$ cat config.mk
export PLATFORM = sky130hd
export DESIGN_NAME = ucf_usart_core
export DESIGN_NICKNAME = d
export VERILOG_FILES = /design/src/pkg/ucf_pkg.sv /design/src/design/ucf_usart_core.sv
export SDC_FILE = /design/constraint.sdc
export NUM_CORES = 1
export LEC_CHECK = 0
export BUFFER_PORTS_ARGS = -buffer_cell sky130_fd_sc_hd__buf_2
export CORE_AREA = 2 2 151 153
export CTS_CLUSTER_DIAMETER = 120
export CTS_CLUSTER_SIZE = 20
export DETAILED_ROUTE_END_ITERATION = 6
export DIE_AREA = 0 0 153 155
export SLEW_MARGIN = 20
export SYNTH_ARGS = -nofsm -noshare
export SYNTH_HDL_FRONTEND = slang
export SYNTH_SLANG_ARGS = --single-unit
$ cat constraint.sdc
create_clock -name clk_i -period 3.4 [get_ports clk_i]
set_input_delay 0.17 -clock clk_i [delete_from_list [all_inputs] [get_ports clk_i]]
set_output_delay 0.17 -clock clk_i [all_outputs]
set_load 0.01 [all_outputs]
$ cat src/pkg/ucf_pkg.sv
`default_nettype none
package ucf_pkg;

   localparam int ADDR_W = 3;
   localparam int DATA_W = 8;
   localparam int DIV_W  = 12;

   ////////////////////////////////////////////////////////////////////////
   // register offsets
   localparam logic [ADDR_W-1:0] OFF_DATA = 3'h0;
   localparam logic [ADDR_W-1:0] OFF_CSA  = 3'h1;
   localparam logic [ADDR_W-1:0] OFF_CSB  = 3'h2;
   localparam logic [ADDR_W-1:0] OFF_CSC  = 3'h3;
   localparam logic [ADDR_W-1:0] OFF_DIVL = 3'h4;
   localparam logic [ADDR_W-1:0] OFF_DIVH = 3'h5;
   localparam logic [ADDR_W-1:0] OFF_PIN  = 3'h6;

   ////////////////////////////////////////////////////////////////////////
   // field positions
   localparam int CSA_RXC = 7;
   localparam int CSA_TXE = 5;
   localparam int CSA_FE  = 4;
   localparam int CSA_DOR = 3;
   localparam int CSA_PE  = 2;
   localparam int CSA_U2X = 1;
   localparam int CSB_RXEN = 4;
   localparam int CSB_TXEN = 3;
   localparam int CSB_CSZ2 = 2;
   localparam int CSB_RXB8 = 1;
   localparam int CSB_TXB8 = 0;
   localparam int CSC_UMSEL = 6;
   localparam int CSC_UPM   = 4;
   localparam int CSC_USBS  = 3;
   localparam int CSC_CSZ   = 1;
   localparam int CSC_UCPOL = 0;
   localparam int PIN_DIR   = 0;

   ////////////////////////////////////////////////////////////////////////
   // reset values and codes
   localparam logic [2:0]       RST_CSZ  = 3'h3;
   localparam logic [DIV_W-1:0] RST_DIV  = 12'h000;
   localparam logic [1:0]       PAR_NONE = 2'h0;
   localparam logic [1:0]       PAR_EVEN = 2'h2;
   localparam logic [1:0]       PAR_ODD  = 2'h3;
   localparam logic [2:0]       CSZ_NINE = 3'h7;

   ////////////////////////////////////////////////////////////////////////
   // ticks per bit, last index and mid sample
   localparam logic [3:0] LAST_NORMAL = 4'hF;
   localparam logic [3:0] MID_NORMAL  = 4'h7;
   localparam logic [3:0] LAST_DOUBLE = 4'h7;
   localparam logic [3:0] MID_DOUBLE  = 4'h3;

   typedef enum logic [2:0] {
      TX_IDLE  = 3'b000,
      TX_START = 3'b001,
      TX_DATA  = 3'b010,
      TX_PAR   = 3'b011,
      TX_STOP1 = 3'b100,
      TX_STOP2 = 3'b101
   } ucf_tx_e;

   typedef enum logic [2:0] {
      RX_IDLE  = 3'b000,
      RX_START = 3'b001,
      RX_DATA  = 3'b010,
      RX_PAR   = 3'b011,
      RX_STOP  = 3'b100
   } ucf_rx_e;

   typedef struct packed {
      logic              we;
      logic              re;
      logic [ADDR_W-1:0] addr;
      logic [DATA_W-1:0] wdata;
   } ucf_bus_req_s;

   typedef struct packed {
      logic [8:0] data;
      logic       fe;
      logic       dor;
      logic       pe;
   } ucf_rx_entry_s;

   // data bits per character from the size code
   function automatic logic [3:0] char_bits(input logic [2:0] code);
      logic [3:0] n;
      n = 4'h8;
      case (code)
         3'h0:     n = 4'h5;
         3'h1:     n = 4'h6;
         3'h2:     n = 4'h7;
         CSZ_NINE: n = 4'h9;
         default:  n = 4'h8;
      endcase
      return n;
   endfunction : char_bits

endpackage : ucf_pkg
`default_nettype wire

$ cat src/design/ucf_usart_core.sv
// The register addresses and the address-and-strobe port were chosen for this implementation.
`timescale 1ns/1ps
`default_nettype none
module ucf_usart_core (
   input  wire logic                      clk_i,
   input  wire logic                      rst_i,
   input  wire ucf_pkg::ucf_bus_req_s     bus_i,
   output var  logic [ucf_pkg::DATA_W-1:0] rdata_o,
   input  wire logic                      rxd_i,
   output var  logic                      txd_o,
   input  wire logic                      xck_i,
   output var  logic                      xck_o,
   output var  logic                      xck_oe_o
);
   import ucf_pkg::*;

   typedef struct packed {
      logic [DATA_W-1:0]   rdata;
      logic                txd;
      logic                sync_clock_pin;
      logic                xck_oe;
      logic                u2x;
      logic                rxen;
      logic                txen;
      logic                txb8;
      logic                umsel;
      logic                usbs;
      logic                ucpol;
      logic                dir;
      logic [2:0]          csz;
      logic [1:0]          upm;
      logic [DIV_W-1:0]    div;
      logic [DIV_W-1:0]    cnt;
      logic [1:0]          rxd_sync;
      logic [2:0]          xck_sync;
      logic [3:0]          tx_div;
      ucf_tx_e             tx_st;
      logic [8:0]          tx_sh;
      logic [3:0]          tx_n;
      logic                tx_par;
      logic                tx_full;
      logic [8:0]          tx_buf;
      logic [3:0]          rx_div;
      ucf_rx_e             rx_st;
      logic [8:0]          rx_sh;
      logic [3:0]          rx_n;
      logic                rx_par;
      logic                rx_pe;
      logic                rx_hold;
      logic                rx_arm;
      ucf_rx_entry_s       rx_held;
      logic                dor_pend;
      ucf_rx_entry_s [1:0] fifo;
      logic                wp;
      logic                rp;
      logic [1:0]          fcnt;
   } ucf_state_s;

   ucf_state_s    q;
   ucf_state_s    s;
   logic          tick;
   logic          sync;
   logic          master;
   logic          rise;
   logic          fall;
   logic          chg_edge;
   logic          smp_edge;
   logic          tx_bit;
   logic          tx_go;
   logic          rx_samp;
   logic          rxd;
   logic [3:0]    last;
   logic [3:0]    mid;
   logic [3:0]    bits;
   logic [3:0]    nxt;
   logic          pop;
   logic          push;
   logic          wr;
   logic          rd;
   ucf_rx_entry_s ent;
   ucf_rx_entry_s head;
   logic [7:0]    rv;

   always_comb begin
      s        = q;
      wr       = bus_i.we;
      rd       = bus_i.re;
      tx_go    = 1'b0;
      push     = 1'b0;
      ent      = '0;
      rv       = 8'h00;
      head     = q.fifo[q.rp];
      bits     = char_bits(q.csz);
      nxt      = 4'h0;
      rxd      = q.rxd_sync[1];

      //////////////////////////////////////////////////////////////////
      // input synchronisers
      s.rxd_sync = {q.rxd_sync[0], rxd_i};
      s.xck_sync = {q.xck_sync[1:0], xck_i};

      //////////////////////////////////////////////////////////////////
      // baud generator
      tick = (q.cnt == 12'h000);
      if (wr && bus_i.addr == OFF_DIVL) begin
         s.cnt = {q.div[11:8], bus_i.wdata};
      end else if (tick) begin
         s.cnt = q.div;
      end else begin
         s.cnt = q.cnt - 12'h001;
      end

      //////////////////////////////////////////////////////////////////
      // clock mode and sync clock edges
      sync     = q.umsel;
      master   = sync && q.dir;
      s.xck_oe = master;
      if (!master) begin
         s.sync_clock_pin = 1'b0;
      end else if (tick) begin
         s.sync_clock_pin = ~q.sync_clock_pin;
      end
      if (master) begin
         rise = tick && !q.sync_clock_pin;
         fall = tick && q.sync_clock_pin;
      end else begin
         rise = q.xck_sync[1] && !q.xck_sync[2];
         fall = !q.xck_sync[1] && q.xck_sync[2];
      end
      chg_edge = q.ucpol ? fall : rise;
      smp_edge = q.ucpol ? rise : fall;
      last = q.u2x ? LAST_DOUBLE : LAST_NORMAL;
      mid  = q.u2x ? MID_DOUBLE : MID_NORMAL;

      //////////////////////////////////////////////////////////////////
      // transmitter
      if (tick) begin
         s.tx_div = (q.tx_div >= last) ? 4'h0 : q.tx_div + 4'h1;
      end
      tx_bit = sync ? chg_edge : (tick && q.tx_div >= last);
      if (tx_bit) begin
         unique case (q.tx_st)
            TX_IDLE: begin
               tx_go = 1'b1;
            end
            TX_START: begin
               s.txd    = q.tx_sh[0];
               s.tx_sh  = {1'b0, q.tx_sh[8:1]};
               s.tx_par = q.tx_par ^ q.tx_sh[0];
               s.tx_n   = 4'h1;
               s.tx_st  = TX_DATA;
            end
            TX_DATA: begin
               if (q.tx_n == bits) begin
                  if (q.upm[1]) begin
                     s.txd   = q.tx_par;
                     s.tx_st = TX_PAR;
                  end else begin
                     s.txd   = 1'b1;
                     s.tx_st = TX_STOP1;
                  end
               end else begin
                  s.txd    = q.tx_sh[0];
                  s.tx_sh  = {1'b0, q.tx_sh[8:1]};
                  s.tx_par = q.tx_par ^ q.tx_sh[0];
                  s.tx_n   = q.tx_n + 4'h1;
               end
            end
            TX_PAR: begin
               s.txd   = 1'b1;
               s.tx_st = TX_STOP1;
            end
            TX_STOP1: begin
               if (q.usbs) begin
                  s.tx_st = TX_STOP2;
               end else begin
                  tx_go = 1'b1;
               end
            end
            TX_STOP2: begin
               tx_go = 1'b1;
            end
            default: begin
               s.tx_st = TX_IDLE;
               s.txd   = 1'b1;
            end
         endcase
      end
      if (tx_go) begin
         if (q.tx_full && q.txen) begin
            s.txd     = 1'b0;
            s.tx_sh   = q.tx_buf;
            s.tx_full = 1'b0;
            s.tx_par  = (q.upm == PAR_ODD);
            s.tx_st   = TX_START;
         end else begin
            s.txd   = 1'b1;
            s.tx_st = TX_IDLE;
         end
      end

      //////////////////////////////////////////////////////////////////
      // receiver
      if (tick && q.rx_st != RX_IDLE) begin
         s.rx_div = (q.rx_div >= last) ? 4'h0 : q.rx_div + 4'h1;
      end
      rx_samp = sync ? smp_edge : (tick && q.rx_div == mid);
      pop = rd && bus_i.addr == OFF_DATA && q.fcnt != 2'h0;
      nxt = q.rx_n + 4'h1;
      unique case (q.rx_st)
         RX_IDLE: begin
            if (rxd) begin
               s.rx_arm = 1'b1;
            end
            if (q.rxen && q.rx_arm && !rxd && (sync ? smp_edge : tick)) begin
               s.rx_div = 4'h1;
               s.rx_n   = 4'h0;
               s.rx_par = (q.upm == PAR_ODD);
               s.rx_pe  = 1'b0;
               s.rx_st  = sync ? RX_DATA : RX_START;
               if (q.rx_hold && !pop) begin
                  s.rx_hold  = 1'b0;
                  s.dor_pend = 1'b1;
               end
            end
         end
         RX_START: begin
            if (rx_samp) begin
               s.rx_st = rxd ? RX_IDLE : RX_DATA;
            end
         end
         RX_DATA: begin
            if (rx_samp) begin
               s.rx_sh  = {rxd, q.rx_sh[8:1]};
               s.rx_par = q.rx_par ^ rxd;
               s.rx_n   = nxt;
               if (nxt == bits) begin
                  s.rx_st = q.upm[1] ? RX_PAR : RX_STOP;
               end
            end
         end
         RX_PAR: begin
            if (rx_samp) begin
               s.rx_pe = q.rx_par ^ rxd;
               s.rx_st = RX_STOP;
            end
         end
         RX_STOP: begin
            if (rx_samp) begin
               ent.data   = q.rx_sh >> (4'h9 - bits);
               ent.fe     = !rxd;
               ent.dor    = q.dor_pend;
               ent.pe     = q.rx_pe;
               s.dor_pend = 1'b0;
               s.rx_arm   = rxd;
               s.rx_st    = RX_IDLE;
               if (q.fcnt != 2'h2 || pop) begin
                  push = 1'b1;
               end else begin
                  s.rx_hold = 1'b1;
                  s.rx_held = ent;
               end
            end
         end
         default: begin
            s.rx_st = RX_IDLE;
         end
      endcase
      if (q.rx_hold && pop) begin
         ent       = q.rx_held;
         push      = 1'b1;
         s.rx_hold = 1'b0;
      end

      //////////////////////////////////////////////////////////////////
      // receive fifo
      if (push) begin
         s.fifo[q.wp] = ent;
         s.wp         = ~q.wp;
      end
      if (pop) begin
         s.rp = ~q.rp;
      end
      s.fcnt = q.fcnt + {1'b0, push} - {1'b0, pop};

      //////////////////////////////////////////////////////////////////
      // register writes
      if (wr) begin
         unique case (bus_i.addr)
            OFF_DATA: begin
               s.tx_buf  = {q.txb8, bus_i.wdata};
               s.tx_full = 1'b1;
            end
            OFF_CSA: s.u2x = bus_i.wdata[CSA_U2X];
            OFF_CSB: begin
               s.rxen   = bus_i.wdata[CSB_RXEN];
               s.txen   = bus_i.wdata[CSB_TXEN];
               s.csz[2] = bus_i.wdata[CSB_CSZ2];
               s.txb8   = bus_i.wdata[CSB_TXB8];
            end
            OFF_CSC: begin
               s.umsel    = bus_i.wdata[CSC_UMSEL];
               s.upm      = bus_i.wdata[CSC_UPM+1:CSC_UPM];
               s.usbs     = bus_i.wdata[CSC_USBS];
               s.csz[1:0] = bus_i.wdata[CSC_CSZ+1:CSC_CSZ];
               s.ucpol    = bus_i.wdata[CSC_UCPOL];
            end
            OFF_DIVL: s.div[7:0]  = bus_i.wdata;
            OFF_DIVH: s.div[11:8] = bus_i.wdata[3:0];
            OFF_PIN:  s.dir       = bus_i.wdata[PIN_DIR];
            default: begin
            end
         endcase
      end

      //////////////////////////////////////////////////////////////////
      // register reads, data valid next cycle only
      if (rd) begin
         unique case (bus_i.addr)
            OFF_DATA: rv = (q.fcnt != 2'h0) ? head.data[7:0] : 8'h00;
            OFF_CSA: begin
               rv[CSA_RXC] = (q.fcnt != 2'h0);
               rv[CSA_TXE] = !q.tx_full;
               rv[CSA_FE]  = (q.fcnt != 2'h0) && head.fe;
               rv[CSA_DOR] = (q.fcnt != 2'h0) && head.dor;
               rv[CSA_PE]  = (q.fcnt != 2'h0) && head.pe;
               rv[CSA_U2X] = q.u2x;
            end
            OFF_CSB: begin
               rv[CSB_RXEN] = q.rxen;
               rv[CSB_TXEN] = q.txen;
               rv[CSB_CSZ2] = q.csz[2];
               rv[CSB_RXB8] = (q.fcnt != 2'h0) && head.data[8];
               rv[CSB_TXB8] = q.txb8;
            end
            OFF_CSC: begin
               rv[CSC_UMSEL]             = q.umsel;
               rv[CSC_UPM+1:CSC_UPM]     = q.upm;
               rv[CSC_USBS]              = q.usbs;
               rv[CSC_CSZ+1:CSC_CSZ]     = q.csz[1:0];
               rv[CSC_UCPOL]             = q.ucpol;
            end
            OFF_DIVL: rv = q.div[7:0];
            OFF_DIVH: rv = {4'h0, q.div[11:8]};
            OFF_PIN:  rv[PIN_DIR] = q.dir;
            default:  rv = 8'h00;
         endcase
      end
      s.rdata = rv;
   end

   ////////////////////////////////////////////////////////////////////////
   // state register
   always_ff @(posedge clk_i) begin
      if (rst_i) begin
         q          <= '0;
         q.txd      <= 1'b1;
         q.csz      <= RST_CSZ;
         q.upm      <= PAR_NONE;
         q.div      <= RST_DIV;
         q.rxd_sync <= 2'h3;
         q.tx_st    <= TX_IDLE;
         q.rx_st    <= RX_IDLE;
      end else begin
         q <= s;
      end
   end

   assign rdata_o  = q.rdata;
   assign txd_o    = q.txd;
   assign xck_o    = q.sync_clock_pin;
   assign xck_oe_o = q.xck_oe;

endmodule : ucf_usart_core
`default_nettype wire

==> impl_metrics.csv <==
group,metric,value,unit
sta,relSlewSlack,42.8,%
sta,fin_crit_sh,81.8,%
critical_path,cp.arrival,3.09,ns
synthesis,yosysWarnings,0,
status,outcome,"finished clean",
grt,grt_pass1_vias,6374,
sta,fin_ws,0.617,ns
layout,postLayoutCoreUtil,39.7,%
hold_path,hp-class,"in -> reg",
layout,layout_common_cells,"dfxtp_1, nand2_1, nor2_1, a21oi_1, nor3_1",
critical_path,endpoint_kind,"register",
drt,drt_iter0_markers,568,
drt,wire_per_inst,16.9,µm
synthesis,synth_top_family_by_area,"simple AND/OR/NAND/NOR gates",
critical_path,critPathLaunchType,"register",
floorplan,die-area,0.0237,mm²
clock_network,clockRootBuffer,"clkbuf_16",
placement,post-place-ws,0.626,ns
pwr,leakage,3.16,nW
hold_path,min_delay_path_depth,3,
sta,fmax,359,MHz
drt,viasPerCell,5.63,
clock_network,cts.path.max_buffers,2,
critical_path,crit_buf_inv,2,
sta,whs,0.0272,ns
sta,setup_viol,0,
sta,tightest_slew,0.858,ns
placement,io_buffers,27,
synthesis,synthSimpleGateAreaFrac,24.7,%
synthesis,synth_compound_area_share,21.9,%
synthesis,synth-adder-area-share,1.59,%
grt,grt_use_total,17.7,%
drt,drt_wl_total,20.9,mm
synthesis,synth-seq-area-share,38.0,%
critical_path,slowest_delay,0.46,ns
critical_path,crit_slowest_cell,"a32o_2",
placement,dpl.hpwl,14.6,mm
synthesis,synth_xor_area_share,2.45,%
critical_path,crit_type,"reg -> reg",
critical_path,crit_family,"compound AO/OA/AOI/OAI gates",
pwr,p_total,0.00474,W
sta,rsz0062_at_grt,"no",
critical_path,cp_cell_sequence,"inv_1 -> ha_1 -> nor3b_1 -> buf_4 -> nand4_2 -> a32o_2 -> a21oi_2 -> nor3_1 -> a21o_1 -> ha_1 -> xnor2_1 -> o31a_1 -> nor3_1",
clock_network,clock-sinks,149,
synthesis,synthCells,948,
drt,drc,0,
grt,grt_max_degree,75,
grt,grt_first_pass_wirelength,33.7,mm
floorplan,die_h,155,µm
synthesis,synth_mux_area_share,6.52,%
clock_network,clkTransAtPathRegs,0.06,ns
drt,drt-pass1-iter-count,5,
floorplan,die_w,153,µm
floorplan,fp-row-count,55,
sta,skew,0.00886,ns
critical_path,required,3.71,ns
layout,area_delta_synth_final,12.4,%
floorplan,initial_core_util,35.3,%
floorplan,design.core.area,0.0222,mm²
layout,drive_above_1_share,12.6,%
synthesis,synth_edf_count,0,
floorplan,io_pins,28,
sta,fin_crit,2.78,ns
job,drv_cap,0,
synthesis,ys.flop_type,"dfxtp_1",
grt,overflow,0,
critical_path,reg2reg_depth,13,
synthesis,syn-cell-area,0.00785,mm²
pwr,p_per_area,537,mW/mm²
clock_network,cts_resized,0,
synthesis,avgSynthCellArea,8.28,µm²
pwr,max-vdd-ir-drop,0.278,mV
layout,n_antenna_cell,0,
clock_network,htreeDepth,4,
synthesis,syn-num-nets,975,
layout,final_common_cell,"dfxtp_1",
sta,drv_slew,0,
drt,ant_nets,0,
layout,final_net_count,972,
critical_path,worstPathMaxFanout,15,
clock_network,numCtsBuffers,17,
clock_network,cts_tree,"yes",
placement,gp_congestion,0.869,
sta,tns,0,ns
drt,vias,6998,
layout,fillers,2247,
sta,hold_viol,0,
clock_network,clock_latency,0.43,ns
critical_path,cp_num_cells,13,
synthesis,ys_types,80,
synthesis,async_flop_share,0,%
grt,antenna_found_initial,0,
synthesis,ys_ff_latch,149,
## what timing repair did
action / 4_1_cts / 5_1_grt
buffers inserted: 0 / 0
endpoints found under the hold margin: 2 / 0
hold buffers: 2 / 0
## synth_stat cells (5+ instances only)
master | count | share of area (%)
a211oi_1 | 36 | 3.4
a21oi_1 | 74 | 4.7
a22oi_1 | 16 | 1.5
a311oi_1 | 13 | 1.5
a31oi_1 | 8 | 0.64
and2_1 | 6 | 0.48
and3_1 | 14 | 1.1
buf_1 | 5 | 0.24
buf_2 | 17 | 1.1
buf_4 | 9 | 0.86
clkbuf_1 | 44 | 2.1
dfxtp_1 | 149 | 38
ha_1 | 10 | 1.6
inv_1 | 12 | 0.57
mux2i_1 | 41 | 5.2
nand2_1 | 118 | 5.6
nand2b_1 | 17 | 1.4
nand3_1 | 31 | 2.0
nand3b_1 | 10 | 0.96
nor2_1 | 76 | 3.6
nor2b_1 | 20 | 1.6
nor3_1 | 43 | 2.7
o211ai_1 | 10 | 0.96
o21ai_0 | 30 | 1.9
o221a_2 | 5 | 0.72
o22ai_1 | 7 | 0.56
or2_2 | 8 | 0.64
or3_1 | 8 | 0.64
xnor2_1 | 11 | 1.2
xor2_1 | 11 | 1.2
## worst paths after layout
check,start,endpoint,slack (ns)
setup reg to reg,q[101],q[1],0.62
hold reg to reg,q[99],q[100],0.41
hold / removal,bus_i[7],q[72],0.03
setup / recovery,q[101],q[1],0.62
## flip-flops by register name, indices dropped and copies added (netlist names)
name and cells:
q 137, rdata_o 8, sync 1, txd_o 1, xck_o 1, xck_oe_o 1
## worst reg2reg max path: stages, from the launching register on
cell	delay (ns)
dfxtp_1	0.33
inv_1	0.08
ha_1	0.16
nor3b_1	0.18
buf_4	0.17
nand4_2	0.16
a32o_2	0.46
a21oi_2	0.31
nor3_1	0.09
a21o_1	0.16
ha_1	0.18
xnor2_1	0.17
o31a_1	0.16
nor3_1	0.05
## area by class of cell
cell class	instances	area [µm²]	area share, %
Clock inverter	10	148	1.67
Inverter	12	45.0	0.511
Tap cell	285	357	4.04
Sequential cell	149	2980	33.8
Multi-Input combinational cell	712	4490	50.9
Timing Repair Buffer	53	338	3.83
Clock buffer	22	464	5.26
## report_power, final
group,internal (W),switching (W),leakage [nW],total [W]
logic,0.000355,0.000481,1.67,0.000836
clock network,0.00120,0.000760,0.287,0.00196
registers,0.00184,0.000104,1.21,0.00194
## stage by stage
| stage | std cells | instance area, µm² |
|---|---|---|
| global placement | 1209 | 8190 |
| finish | 1243 | 8820 |
| detailed placement | 1209 | 8190 |
| floorplan | 948 | 7850 |
| CTS | 1243 | 8820 |
| global route | 1243 | 8820 |
## cell families (layout without fill, tap and decap cells)
kind of cell / count (synthesis) / count (layout)
AO/OA/AOI/OAI: 248 / 248
XOR/XNOR: 22 / 22
adder cells (fa/ha/maj): 10 / 10
buffers and inverters: 87 / 97
flip-flops: 149 / 149
multiplexers: 47 / 47
AND/OR/NAND/NOR: 385 / 385
## layer usage
layer  wire length [µm]  up-vias  GRT usage (%)
li1                   -     3441              -
met1               9870     3345           23.8
met2               9590      175           28.0
met3                990       37           3.90
met4                495        0           6.57
met5                  0        -              0
Note: power is estimated with default switching activity, not from simulation.
